## config.mk

```make
export PLATFORM = sky130hd
export DESIGN_NAME = dss_sequencer
export DESIGN_NICKNAME = d
export VERILOG_FILES = /design/src/core/dss_pkg.sv /design/src/core/dss_mem_if.sv /design/src/core/dss_sequencer.sv /design/src/core/dss_step_mem.sv
export SDC_FILE = /design/constraint.sdc
export NUM_CORES = 2
export LEC_CHECK = 0
export BUFFER_PORTS_ARGS = -buffer_cell sky130_fd_sc_hd__buf_2
export CORE_ASPECT_RATIO = 1.2
export CORE_MARGIN = 2
export CORE_UTILIZATION = 50
export CTS_CLUSTER_DIAMETER = 150
export DETAILED_ROUTE_END_ITERATION = 10
export PLACE_DENSITY = 0.66
export SLEW_MARGIN = 10
export SYNTH_ARGS = -nofsm -noshare
export SYNTH_HDL_FRONTEND = slang
export SYNTH_SLANG_ARGS = --single-unit
```

## constraint.sdc

```tcl
create_clock -name i_core_clk -period 20 [get_ports i_core_clk]
set_clock_uncertainty 0.05 [all_clocks]
set_input_delay 2 -clock i_core_clk [delete_from_list [all_inputs] [get_ports i_core_clk]]
set_output_delay 2 -clock i_core_clk [all_outputs]
set_load 0.01 [all_outputs]
```

## src/core/dss_pkg.sv

```systemverilog
// constants and types of the drum step sequencer
package dss_pkg;
    localparam int          NUM_STEPS      = 16;
    localparam int          PAT_W          = 16;
    localparam int          CNT_W          = 14;
    localparam int          CLK_PERIOD_NS  = 10;
    localparam int          CS_TIME_NS     = 10_000_000;
    localparam int          CYC_PER_CS     = CS_TIME_NS / CLK_PERIOD_NS;
    localparam logic [13:0] MAX_SETTING    = 14'h270f;
    localparam logic [7:0]  ADDR_CTRL      = 8'h00;
    localparam logic [7:0]  ADDR_TIMEBASE  = 8'h04;
    localparam logic [7:0]  ADDR_LAST_STEP = 8'h08;
    localparam logic [7:0]  ADDR_RELAY     = 8'h0c;
    localparam logic [7:0]  CNT_BASE_DEF   = 8'h10;
    localparam logic [7:0]  ADDR_TBL_LO    = 8'h40;
    localparam logic [7:0]  ADDR_TBL_HI    = 8'hbc;
    localparam int          CTRL_START     = 0;
    localparam int          CTRL_JOG       = 1;
    localparam int          CTRL_RESET     = 2;
    localparam int          CTRL_RUN       = 3;
    localparam int          CTRL_TIMED     = 4;
    localparam int          DONE_BIT       = 16;
    localparam logic [13:0] TIMEBASE_RST   = 14'h0001;
    localparam logic [4:0]  LAST_STEP_RST  = 5'h10;
    localparam logic [4:0]  PRESET_RST     = 5'h01;
    localparam logic [4:0]  STEP_MIN       = 5'h01;
    localparam logic [4:0]  STEP_MAX       = 5'h10;
    localparam logic [1:0]  MODE_TIME      = 2'h0;
    localparam logic [1:0]  MODE_EVENT     = 2'h1;
    localparam logic [1:0]  MODE_TIME_EVT  = 2'h2;
    localparam logic [1:0]  SRC_INPUT      = 2'h0;
    localparam logic [1:0]  SRC_OUTPUT     = 2'h1;
    localparam logic [1:0]  SRC_RELAY      = 2'h2;

    typedef struct packed {
        logic [3:0]       evt_idx;
        logic [1:0]       evt_src;
        logic [1:0]       mode;
        logic [CNT_W-1:0] counts;
        logic [PAT_W-1:0] pattern;
    } dss_step_t;

    typedef enum logic [1:0] {ST_IDLE, ST_RUN, ST_DONE} dss_state_t;
endpackage

```

## src/core/dss_mem_if.sv

```systemverilog
// step table access between sequencer and its memory
`timescale 1ns/1ps
interface dss_mem_if;
    import dss_pkg::*;
    logic [3:0]  raddr;
    dss_step_t   rdata;
    logic        we_lo;
    logic        we_hi;
    logic [3:0]  waddr;
    logic [31:0] wdata;
    modport ctrl (output raddr, we_lo, we_hi, waddr, wdata, input rdata);
    modport mem  (input raddr, we_lo, we_hi, waddr, wdata, output rdata);
endinterface

```

## src/core/dss_sequencer.sv

```systemverilog
// drum step sequencer top with avalon-mm register slave
//
// Design decisions made here: the register addresses and the Avalon-MM interface to the registers.
`timescale 1ns/1ps
// Behaviour
// - sixteen steps, each holding a sixteen-bit output pattern, bit n is column n
// - timed-only variant ignores events and jog; time-and-event variant uses both
// - tick period programmable from 0.01 s to 99.99 s, resolution of step time
// - one shared timebase, per-step count of ticks
// - time in step is 0.01 s times timebase times count, both up to 9999; count is not clamped on write and takes up to 16383
// - on count expiry move to next step and show its pattern
// - time-and-event step: timer runs only while event true, else holds
// - event source is input, output or relay point, polled from step entry
// - each step is time-only, event-only or time-and-event, mixed freely
// - fewer steps or outputs allowed, any step may be the last
// - four consecutive counter words from a configurable base
// - words: ticks in step, timer in 0.01 s, preset step, current step
// - done flag in base word sets at cycle end, clears on reset
// - preset changes only on host write; restart loads the step from it
// - last step met: set done, enter complete state, keep last pattern
// - complete state ignores start and jog
// - leave complete on reset or run entry, clear done, go to preset
// - preset jumps directly to any programmed step
// - sequencer evaluated once per scan tick
// - reset beats start and holds preset step, no timing, no events
// - with reset off each jog rising edge advances one step
// - reset and start off freeze timer and step, outputs kept
// - preset step is a number 1 to 16
module dss_sequencer
    import dss_pkg::*;
#(
    parameter int         P_CYC_PER_CS = CYC_PER_CS,
    parameter logic [7:0] P_CNT_BASE   = CNT_BASE_DEF
)
(
    input  wire logic         i_core_clk,
    input  wire logic         i_sys_rst,
    input  wire logic         i_ce,
    input  wire logic         i_scan_tick,
    input  wire logic [15:0]  i_event,
    input  wire logic [7:0]   i_avs_address,
    input  wire logic         i_avs_read,
    input  wire logic         i_avs_write,
    input  wire logic [31:0]  i_avs_writedata,
    input  wire logic [3:0]   i_avs_byteenable,
    output logic [31:0]       o_avs_readdata,
    output logic              o_avs_waitrequest,
    output logic [PAT_W-1:0]  o_pattern,
    output logic              o_done
);
    localparam int PW = (P_CYC_PER_CS > 1) ? $clog2(P_CYC_PER_CS) : 1;
    localparam logic [PW-1:0] PRESC_LAST = PW'(P_CYC_PER_CS - 1);

    typedef struct packed {
        logic [4:0]  ctrl;
        logic [13:0] timebase;
        logic [4:0]  last_step;
        logic [15:0] relay;
        logic [4:0]  preset;
        logic [4:0]  step;
        logic [15:0] ticks;
        logic [15:0] timer;
        logic        done;
        dss_state_t  st;
        logic        run_prev;
        logic        jog_prev;
        logic [15:0] pend_cs;
        logic [PW-1:0] presc;
        logic        waitreq;
        logic [31:0] rdata;
    } dss_state_s_t;

    dss_state_s_t s_q;
    dss_state_s_t s_d;
    dss_mem_if    mif ();

    logic         req;
    logic         accept;
    logic         jog_edge;
    logic         evt;
    logic         start;
    logic         reset_in;
    logic         timed_only;
    logic [15:0]  tsum;
    logic [7:0]   tbl_off;
    dss_step_t    cfg;

    function automatic logic [4:0] clamp_step(input logic [31:0] v);
        if (v[4:0] < STEP_MIN || v[31:5] != '0)
            clamp_step = (v[31:5] != '0) ? STEP_MAX : STEP_MIN;
        else if (v[4:0] > STEP_MAX)
            clamp_step = STEP_MAX;
        else
            clamp_step = v[4:0];
    endfunction

    function automatic logic [13:0] clamp_setting(input logic [31:0] v);
        if (v[31:14] != '0 || v[13:0] > MAX_SETTING)
            clamp_setting = MAX_SETTING;
        else if (v[13:0] == '0)
            clamp_setting = TIMEBASE_RST;
        else
            clamp_setting = v[13:0];
    endfunction

    function automatic logic [31:0] merge_be(input logic [31:0] old, input logic [31:0] nw,
                                            input logic [3:0] be);
        logic [31:0] r;
        r = old;
        for (int b = 0; b < 4; b++)
        begin
            if (be[b])
                r[8*b +: 8] = nw[8*b +: 8];
        end
        merge_be = r;
    endfunction

    function automatic logic pick_event(input logic [1:0] src, input logic [3:0] idx,
                                        input logic [15:0] ins, input logic [15:0] outs,
                                        input logic [15:0] rel);
        case (src)
            SRC_INPUT:  pick_event = ins[idx];
            SRC_OUTPUT: pick_event = outs[idx];
            SRC_RELAY:  pick_event = rel[idx];
            default:    pick_event = 1'b0;
        endcase
    endfunction

    assign cfg        = mif.rdata;
    assign req        = i_avs_read | i_avs_write;
    assign accept     = req & ~s_q.waitreq;
    assign start      = s_q.ctrl[CTRL_START];
    assign reset_in   = s_q.ctrl[CTRL_RESET];
    assign timed_only = s_q.ctrl[CTRL_TIMED];
    // jog has no effect in the timed-only variant
    assign jog_edge   = s_q.ctrl[CTRL_JOG] & ~s_q.jog_prev & ~timed_only;
    assign evt        = pick_event(cfg.evt_src, cfg.evt_idx, i_event, cfg.pattern, s_q.relay);
    assign tsum       = s_q.timer + s_q.pend_cs;

    always_comb
    begin
        s_d = s_q;
        // bus slave: one wait cycle, then the answer
        if (req && s_q.waitreq)
        begin
            s_d.waitreq = 1'b0;
            s_d.rdata   = '0;
            case (i_avs_address)
                ADDR_CTRL:      s_d.rdata = {27'h0, s_q.ctrl};
                ADDR_TIMEBASE:  s_d.rdata = {18'h0, s_q.timebase};
                ADDR_LAST_STEP: s_d.rdata = {27'h0, s_q.last_step};
                ADDR_RELAY:     s_d.rdata = {16'h0, s_q.relay};
                P_CNT_BASE:     s_d.rdata = {15'h0, s_q.done, s_q.ticks};
                P_CNT_BASE + 8'h04: s_d.rdata = {16'h0, s_q.timer};
                P_CNT_BASE + 8'h08: s_d.rdata = {27'h0, s_q.preset};
                P_CNT_BASE + 8'h0c: s_d.rdata = {27'h0, s_q.step};
                default:        s_d.rdata = '0;
            endcase
        end
        else if (accept)
        begin
            s_d.waitreq = 1'b1;
        end
        if (accept && i_avs_write)
        begin
            case (i_avs_address)
                ADDR_CTRL:      s_d.ctrl = 5'(merge_be({27'h0, s_q.ctrl}, i_avs_writedata, i_avs_byteenable));
                ADDR_TIMEBASE:  s_d.timebase = clamp_setting(merge_be({18'h0, s_q.timebase},
                                                             i_avs_writedata, i_avs_byteenable));
                ADDR_LAST_STEP: s_d.last_step = clamp_step(merge_be({27'h0, s_q.last_step},
                                                           i_avs_writedata, i_avs_byteenable));
                ADDR_RELAY:     s_d.relay = 16'(merge_be({16'h0, s_q.relay}, i_avs_writedata, i_avs_byteenable));
                P_CNT_BASE + 8'h08: s_d.preset = clamp_step(merge_be({27'h0, s_q.preset},
                                                            i_avs_writedata, i_avs_byteenable));
                default:        s_d.ctrl = s_q.ctrl;
            endcase
        end

        // hundredth-second prescaler, pending hundredths applied at scan
        if (s_q.presc == PRESC_LAST)
        begin
            s_d.presc = '0;
            if (s_q.pend_cs != 16'hffff)
                s_d.pend_cs = s_q.pend_cs + 16'h0001;
        end
        else
        begin
            s_d.presc = s_q.presc + PW'(1);
        end

        // sequencer: evaluated only on the scan tick
        if (i_scan_tick)
        begin
            s_d.pend_cs  = '0;
            s_d.run_prev = s_q.ctrl[CTRL_RUN];
            s_d.jog_prev = s_q.ctrl[CTRL_JOG];
            case (s_q.st)
                ST_IDLE:
                begin
                    if (s_q.ctrl[CTRL_RUN] && !s_q.run_prev)
                    begin
                        s_d.st    = ST_RUN;
                        s_d.step  = s_q.preset;
                        s_d.ticks = '0;
                        s_d.timer = '0;
                        s_d.done  = 1'b0;
                    end
                end
                ST_RUN, ST_DONE:
                begin
                    if (!s_q.ctrl[CTRL_RUN])
                    begin
                        s_d.st = ST_IDLE;
                    end
                    else if (reset_in)
                    begin
                        s_d.st    = ST_RUN;
                        s_d.step  = s_q.preset;
                        s_d.ticks = '0;
                        s_d.timer = '0;
                        s_d.done  = 1'b0;
                    end
                    else if (s_q.st == ST_DONE)
                    begin
                        s_d.st = ST_DONE;
                    end
                    else if (jog_edge || (start && step_met()))
                    begin
                        if (s_q.step == s_q.last_step || s_q.step == STEP_MAX)
                        begin
                            s_d.st   = ST_DONE;
                            s_d.done = 1'b1;
                        end
                        else
                        begin
                            s_d.step  = s_q.step + 5'h01;
                            s_d.ticks = '0;
                            s_d.timer = '0;
                        end
                    end
                    else if (start && run_time())
                    begin
                        if (tsum >= {2'h0, s_q.timebase})
                        begin
                            s_d.ticks = s_q.ticks + 16'h0001;
                            s_d.timer = '0;
                        end
                        else
                        begin
                            s_d.timer = tsum;
                        end
                    end
                end
                default:
                begin
                    s_d.st = ST_IDLE;
                end
            endcase
        end
    end

    // timer may run this scan for the current step
    function automatic logic run_time();
        case (cfg.mode)
            MODE_TIME:     run_time = 1'b1;
            MODE_TIME_EVT: run_time = timed_only | evt;
            default:       run_time = timed_only;
        endcase
    endfunction

    // transition of the current step is met this scan
    function automatic logic step_met();
        logic tick_done;
        tick_done = (tsum >= {2'h0, s_q.timebase}) &&
                    ((s_q.ticks + 16'h0001) >= {2'h0, cfg.counts});
        if (cfg.counts == '0)
            tick_done = 1'b1;
        case (cfg.mode)
            MODE_EVENT:    step_met = timed_only ? tick_done : evt;
            MODE_TIME_EVT: step_met = tick_done && (timed_only || evt);
            default:       step_met = tick_done;
        endcase
    endfunction

    always_ff @(posedge i_core_clk)
    begin
        if (i_sys_rst)
        begin
            s_q           <= '0;
            s_q.timebase  <= TIMEBASE_RST;
            s_q.last_step <= LAST_STEP_RST;
            s_q.preset    <= PRESET_RST;
            s_q.step      <= PRESET_RST;
            s_q.st        <= ST_IDLE;
            s_q.waitreq   <= 1'b1;
        end
        else if (i_ce)
        begin
            s_q <= s_d;
        end
    end

    // memory read follows the next step so data matches the current step
    assign mif.raddr = 4'(s_d.step - 5'h01);
    assign mif.we_lo = accept && i_avs_write && i_avs_address >= ADDR_TBL_LO &&
                       i_avs_address <= ADDR_TBL_HI && !i_avs_address[2];
    assign mif.we_hi = accept && i_avs_write && i_avs_address >= ADDR_TBL_LO &&
                       i_avs_address <= ADDR_TBL_HI && i_avs_address[2];
    // entry index counted from the table base, not from address zero
    assign tbl_off   = i_avs_address - ADDR_TBL_LO;
    assign mif.waddr = tbl_off[6:3];
    assign mif.wdata = i_avs_writedata;

    dss_step_mem u_mem (
        .i_core_clk (i_core_clk),
        .i_sys_rst  (i_sys_rst),
        .i_ce       (i_ce),
        .mem        (mif.mem)
    );

    assign o_avs_readdata    = s_q.rdata;
    assign o_avs_waitrequest = s_q.waitreq;
    assign o_pattern         = cfg.pattern;
    assign o_done            = s_q.done;

    AST_DONE_STATE_FLAG: assert property (@(posedge i_core_clk) disable iff (i_sys_rst)
        s_q.st == ST_DONE |-> s_q.done && s_q.step >= STEP_MIN)
        else $error("complete state without done flag");

    AST_RESET_TO_PRESET: assert property (@(posedge i_core_clk) disable iff (i_sys_rst)
        i_ce && i_scan_tick && s_q.st != ST_IDLE && s_q.ctrl[CTRL_RUN] && reset_in
        |=> s_q.step == $past(s_q.preset) && s_q.ticks == '0 && s_q.timer == '0 && !s_q.done)
        else $error("reset did not hold preset step");

    AST_STOP_FREEZES: assert property (@(posedge i_core_clk) disable iff (i_sys_rst)
        i_ce && i_scan_tick && s_q.st == ST_RUN && s_q.ctrl[CTRL_RUN] && !reset_in && !start && !jog_edge
        |=> $stable(s_q.step) && $stable(s_q.timer) && $stable(s_q.ticks))
        else $error("stopped sequencer moved");

    AST_DONE_IGNORES_INPUTS: assert property (@(posedge i_core_clk) disable iff (i_sys_rst)
        s_q.st == ST_DONE && s_q.ctrl[CTRL_RUN] && !reset_in
        |=> s_q.st == ST_DONE && $stable(s_q.step))
        else $error("complete state left without reset");

    AST_NEW_STEP_CLEARS: assert property (@(posedge i_core_clk) disable iff (i_sys_rst)
        s_q.step != $past(s_q.step) |-> s_q.ticks == '0 && s_q.timer == '0)
        else $error("new step entered with stale counts");

    AST_STEP_RANGE: assert property (@(posedge i_core_clk) disable iff (i_sys_rst)
        s_q.preset >= STEP_MIN && s_q.preset <= STEP_MAX && s_q.step >= STEP_MIN && s_q.step <= STEP_MAX)
        else $error("step number out of range");

    AST_PRESET_HOST_ONLY: assert property (@(posedge i_core_clk) disable iff (i_sys_rst)
        s_q.preset != $past(s_q.preset)
        |-> $past(accept && i_avs_write && i_avs_address == P_CNT_BASE + 8'h08))
        else $error("preset changed without host write");

    AST_EVENT_HOLDS_TIMER: assert property (@(posedge i_core_clk) disable iff (i_sys_rst)
        i_ce && i_scan_tick && s_q.st == ST_RUN && s_q.ctrl[CTRL_RUN] && !reset_in && start && !jog_edge
        && !timed_only && cfg.mode == MODE_TIME_EVT && !evt |=> $stable(s_q.timer) && $stable(s_q.step))
        else $error("timer ran with event false");

    AST_BUS_ONE_WAIT: assert property (@(posedge i_core_clk) disable iff (i_sys_rst)
        i_ce && req && s_q.waitreq |=> !s_q.waitreq)
        else $error("bus answer late");
endmodule

```

## src/core/dss_step_mem.sv

```systemverilog
// step table memory with registered read data
`timescale 1ns/1ps
module dss_step_mem
    import dss_pkg::*;
(
    input  wire logic i_core_clk,
    input  wire logic i_sys_rst,
    input  wire logic i_ce,
    dss_mem_if.mem    mem
);
    typedef struct packed {
        dss_step_t [NUM_STEPS-1:0] tbl;
        dss_step_t                 rdata;
    } dss_mem_state_t;

    dss_mem_state_t m_q;
    dss_mem_state_t m_d;

    always_comb
    begin
        m_d = m_q;
        if (mem.we_lo)
        begin
            m_d.tbl[mem.waddr].pattern = mem.wdata[15:0];
            m_d.tbl[mem.waddr].counts  = mem.wdata[29:16];
        end
        if (mem.we_hi)
        begin
            m_d.tbl[mem.waddr].mode    = mem.wdata[1:0];
            m_d.tbl[mem.waddr].evt_src = mem.wdata[3:2];
            m_d.tbl[mem.waddr].evt_idx = mem.wdata[7:4];
        end
        m_d.rdata = m_q.tbl[mem.raddr];
    end

    always_ff @(posedge i_core_clk)
    begin
        if (i_sys_rst)
            m_q <= '0;
        else if (i_ce)
            m_q <= m_d;
    end

    assign mem.rdata = m_q.rdata;
endmodule

```

# Word-level counts from Yosys, hierarchy flattened
# Index checks and enable logic that the tools add are counted.
# totals
regBits	802
input_bits	66
word_cells	313
output_inout_bits	50
# op_classes
reduce_logical	48
n_eq_ne	27
n_bitwise	8
n_mux	108
add_sub_neg	7
order_cmp	13
# op_table
cell	n
608-bit bitwise mux	5
608-bit two-way mux	2
38-bit demux with 4-bit select	5
8-bit two-way mux	31
38-bit binary-select mux with 4-bit select	1
38-bit two-way mux	4
17-bit one-hot mux with 8 select lines	1
32-bit two-way mux	3
16-bit two-way mux	5
40-bit two-way mux	2
38-bit one-hot mux with 2 select lines	1
58-bit two-way mux	1
27-bit nonzero test	2
37-bit two-way mux	1
5-bit two-way mux	7
34-bit two-way mux	1
16-bit by 1-bit adder with 16-bit output, second input constant	2
8-bit by 5-bit equality test with 1-bit output, second input constant	4
16-bit by 14-bit >= comparator with 1-bit output	2
30-bit two-way mux	1
14-bit logical NOT	2
14-bit two-way mux	2
1-bit two-way mux	23
20-bit by 1-bit adder with 20-bit output, second input constant	1
other kinds (47)	102

# Depth between registers and ports, before layout
# logic_depth
word_depth	35
ltp_mapped	32
depth_no_buf	26

# Cells and area by module
# Synthesis repeated with hierarchy kept, for this count alone.
# hier_totals
cells_unflattened	4774
area_unflattened_um2	37357.1
# by_module_without_submodules
mod	seq_area_each_um2	area_each_um2	instances	cells_per_inst
dss_step_mem	12932.4	27810.4	1	3601
dss_sequencer	2822.7	9546.7	1	1173

# Worst setup path before layout
# No wires, ideal clock.
# synth_timing
path_kind	reg2reg
from	reg s_q[59] in the netlist's numbering
to	reg u_mem.m_q, in the netlist u_mem.mem.rdata[20]
required_ns	19.817
t_arrival_ns	6.389
synth_period_minus_slack_ns	6.572
path_buffers	7
slack_ns	13.428
stages_incl_launch_ff	31
setup_ns	0.133
cell_sequence	dfxtp_1 > ha_1 > a21oi_1 > a21boi_0 > a21oi_1 > o21bai_1 > a21o_1 > a21o_1 > a21o_1 > a21oi_1 > xnor2_1 > ha_1 > a2111oi_0 > nand2_1 > o221ai_1 > o211ai_2 > o2111a_4 > a221o_1 > a31oi_4 > buf_12 > buf_8 > buf_6 > buf_4 > ha_1 > clkbuf_1 > clkbuf_1 > clkbuf_1 > mux4_2 > mux2i_1 > a311oi_1 > a21boi_1
# synth_via
elab_chain_cells	27
word_cells_on_any_way	28
classes_between	add/sub (2); order compare (1); mux (21); reduce/logical (4)
# synth_rtl
element	line	rtl
start: declaration	dss_sequencer.sv:73	dss_state_s_t s_q;
16-bit adder (*)	dss_sequencer.sv:138	assign tsum = s_q.timer + s_q.pend_cs;
16-bit by 14-bit >= comparator with 1-bit output (*)	dss_sequencer.sv:274	tick_done = (tsum >= {2'h0, s_q.timebase}) &&
1-bit logical AND (*)	dss_sequencer.sv:274	
1-bit two-way mux (*)	dss_sequencer.sv:276	if (cfg.counts == '0)
1-bit two-way mux (*)	dss_sequencer.sv:223	else if (s_q.st == ST_DONE)
1-bit two-way mux (*)	dss_sequencer.sv:215	else if (reset_in)
1-bit two-way mux (*)	dss_sequencer.sv:211	if (!s_q.ctrl[CTRL_RUN])
1-bit two-way mux (*)	dss_sequencer.sv:197	case (s_q.st)
[... 11 more ...]	n/a	
38-bit two-way mux (*)	dss_sequencer.sv:223	
40-bit two-way mux (*)	dss_sequencer.sv:215	
38-bit two-way mux (*)	dss_sequencer.sv:211	
38-bit one-hot mux with 2 select lines (*)	dss_sequencer.sv:197	
58-bit two-way mux (*)	dss_sequencer.sv:192	if (i_scan_tick)
4-bit by 1-bit subtractor with 4-bit output (*)	dss_sequencer.sv:304	assign mif.raddr = 4'(s_d.step - 5'h01);
38-bit binary-select mux with 4-bit select (*)	dss_step_mem.sv:33	m_d.rdata = m_q.tbl[mem.raddr];
38-bit two-way mux (implied by the code) (*)	dss_step_mem.sv:33	
end signal: assignment	dss_step_mem.sv:41	m_q <= m_d;
end: declaration	dss_step_mem.sv:16	dss_mem_state_t m_q;
# Every way passes the cells marked *; elsewhere a longest branch is shown, timed or not. The select of a mux whose other input is x is not followed.
# A chain may end at the register's enable or synchronous reset.

# Worst setup path in the final report
# layout_timing
from	reg s_q[59] in the netlist's numbering
to	reg u_mem.m_q, in the netlist u_mem.mem.rdata[11]
# Same word-level chain as after synthesis.

==> results_dict.tcl <==
set metrics [dict create \
    row_count 109 \
    numCtsBuffers 79 \
    drt-wirelength-per-cell_um 22.4 \
    muxShareOfSynthArea_pct 16.5 \
    ys_types 88 \
    swShare_pct 23.2 \
    clock-sinks 787 \
    cts_setup_buffers 0 \
    cp_num_buf_inv 2 \
    finalSetupTns_ns 0 \
    multi_input_area_um2 19100 \
    grt_first_pass_wirelength_mm 174 \
    drive_above_1_share_pct 11.7 \
    antenna_found_initial 3 \
    finalSetupViolCount 0 \
    rsz0062_at_grt "no" \
    yosys.area_share.simple_pct 18.0 \
    max_freq_ghz 0.126 \
    cts.repair.resized 0 \
    drt_first_pass_iters 6 \
    grt_pass1_vias 28662 \
    ioPinCount 116 \
    avgSynthCellArea_um2 8.68 \
    syn_area_um2 36900 \
    initial_core_util_pct 50.3 \
    gp_congestion 0.917 \
    final_nets 4229 \
    p_int_mw 2.49 \
    synth_top_family_by_area "simple AND/OR/NAND/NOR gates" \
    regArea_um2 15800 \
    seq_area_frac_synth_pct 42.7 \
    grtUsageTotal_pct 29.6 \
    critPathMaxStageDelay_ns 0.89 \
    clkPwrFrac_pct 46.9 \
    path_clk_slew_ns 0.06 \
    min_period_over_period_pct 39.6 \
    tightestPinTransition_ns 1.17 \
    power_frac_comb_pct 4.1 \
    max-slew-margin-rel_pct 22.0 \
    path_cells "ha_1, a21oi_1, a21boi_0, a21oi_1, o21bai_1, a21o_1, a21o_1, a21o_1, a21oi_1, xnor2_1, ha_1, a2111oi_0, nand2_1, o221ai_1, o211ai_2, o2111a_4, o21ai_4, a31oi_4, ha_4, buf_4, buf_4, mux4_2, mux2i_1, a21boi_1" \
    synthAdderAreaFrac_pct 1.92 \
    cellPowerDensity_nw_per_um2 81.2 \
    area_growth_pct 8.17 \
    p_leak_nw 14.3 \
    final_util_pct 54.4 \
    design.core.area_um2 73400 \
    hp-class "reg -> reg" \
    clock_latency_ns 0.64 \
    cp-start-kind "flip-flop" \
    via_count 30502 \
    root_buffer "clkbuf_16" \
    synthFlopType "dfxtp_1" \
    synth_compound_area_share_pct 13.4 \
    grt_start_max_net_pins 124 \
    layout_commonest_cell "nand2_1" \
    post-route-drc-count 0 \
    viasPerCell 5.97 \
    endpoint_kind "flip-flop" \
    ys_seq_elements 787 \
    synthCells 4255 \
    critPathRequiredTime_ns 20.44 \
    power_switching_uw 754 \
    placement.io_buffers 100 \
    critical_path.top_delay_family "compound AO/OA/AOI/OAI gates" \
    crit_type "reg -> reg" \
    max-vdd-ir-drop_mv 0.0567 \
    period_needed_ns 7.91 \
    drv_slew 0 \
    htree_levels 3 \
    globalRouteOverflowTotal 0 \
    drt-initial-drc-count 2943 \
    die_w_um 252 \
    synth_edf_count 0 \
    hold_violations 0 \
    mostFrequentLayoutCells "nand2_1 (1083), dfxtp_1 (787), a21oi_1 (530)" \
    cts_tree "yes" \
    die-area_um2 76000 \
    maxCapViolCount 0 \
    nFillCells 6655 \
    cts_hold_buf 0 \
    fp.dieH_um 302 \
    clockBufferDepth 3 \
    ant_nets 0 \
    wl_mm 114 \
    pwr-share-seq_pct 49.0 \
    synth-xor-area-share_pct 1.61 \
    outcome "finished, final reports clean" \
    yosys_warnings 0 \
    slowest_stage "ha_4" \
    ys_async_sr_fraction_pct 0 \
    place.detailed.hpwl_mm 67.7 \
    worstPathArrival_ns 8.35 \
    critPathMaxFanout 62 \
]
metrics by stage:
| step | cell area [um^2] | worst slack [ns] | hold slack [ns] | std cells | power [mW] |
|---|---|---|---|---|---|
| 3_5_place_dp | 37300 | 12.18 | 0.393 | 4969 | 1.76 |
| 5_1_grt | 39900 | 11.55 | 0.416 | 5111 | 3.33 |
| 2_1_floorplan | 37000 | 13.43 | 0.381 | 4269 | 1.71 |
| 4_1_cts | 39900 | 12.12 | 0.402 | 5109 | 3.26 |
| 3_3_place_gp | 37300 | 12.24 | 0.388 | 4969 | 1.75 |
| 6_report | 39900 | 12.09 | 0.400 | 5111 | 3.24 |
final timing paths:
check,start,endpoint,slack (ns),depth (start not counted)
hold / removal,u_mem.m_q[500],u_mem.m_q[500],0.40,2
hold reg to reg,u_mem.m_q[500],u_mem.m_q[500],0.40,2
setup / recovery,s_q[59],u_mem.mem.rdata[11],12.09,24
setup reg to reg,s_q[59],u_mem.mem.rdata[11],12.09,24
flip-flops by register name, summed over array words and instances, names as in the netlist:
name               count
u_mem.m_q            608
o_avs_readdata        17
o_done                 1
u_mem.mem.rdata       38
o_avs_waitrequest      1
s_q                  121
reset_in               1
worst register-to-register path: stages (launching register included):
cell and delay, ns:
dfxtp_1 0.35, ha_1 0.38, a21oi_1 0.29, a21boi_0 0.19
a21oi_1 0.20, o21bai_1 0.11, a21o_1 0.19, a21o_1 0.19
a21o_1 0.17, a21oi_1 0.17, xnor2_1 0.12, ha_1 0.22
a2111oi_0 0.37, nand2_1 0.10, o221ai_1 0.23, o211ai_2 0.23
o2111a_4 0.38, o21ai_4 0.27, a31oi_4 0.14, ha_4 0.89
buf_4 0.73, buf_4 0.91, mux4_2 0.66, mux2i_1 0.16
a21boi_1 0.08
layout make-up:
class / instances / area share [%]
Inverter: 58 / 0.545
Clock buffer: 118 / 6.00
Antenna cell: 2 / 0.0125
Clock inverter: 22 / 0.620
Sequential cell: 787 / 39.5
Tap cell: 943 / 2.95
Timing Repair Buffer: 163 / 2.50
Multi-Input combinational cell: 3018 / 47.9
cells by family (layout without fill, tap and decap cells):
group,Yosys count,in the layout
buffers and inverters,464,361
and+or+nand+nor,1638,1638
adders and majority gates,56,56
xor gates and xnor gates,67,67
DFF,787,787
other,1,17
muxes,405,405
AOI/OAI and AO/OA,837,837
synthesized netlist by cell type, types with 38 or more instances:
cell / number / area, um^2
nand3_1: 46 / 230
ha_1: 55 / 688
o21ai_0: 56 / 280
mux4_2: 161 / 3630
a311oi_1: 39 / 342
a21oi_1: 530 / 2650
clkbuf_1: 317 / 1190
dfxtp_1: 787 / 15800
mux2i_1: 242 / 2420
buf_4: 56 / 420
nor2_1: 354 / 1330
nand2_1: 1083 / 4070
inv_1: 57 / 214
a21boi_1: 38 / 285
power by group through the flow:
stage / Combinational (mW) / Sequential, mW / Clock, mW
after floorplan: 0.0950 / 1.61 / 0
after global placement: 0.131 / 1.62 / 0
after detailed placement: 0.132 / 1.62 / 0
after CTS: 0.133 / 1.59 / 1.54
after global routing: 0.143 / 1.59 / 1.60
final: 0.135 / 1.59 / 1.52
per-layer routing:
layer  vias to the layer above  track usage, %  part of all wire, %
met5                         -               0                    0
met4                         0            15.2                  5.1
met3                       290            4.00                  6.9
met2                      1178            49.2                   47
met1                     14769            37.6                   41
li1                      14265               -                    -
Note: power is estimated with default switching activity, not from simulation.
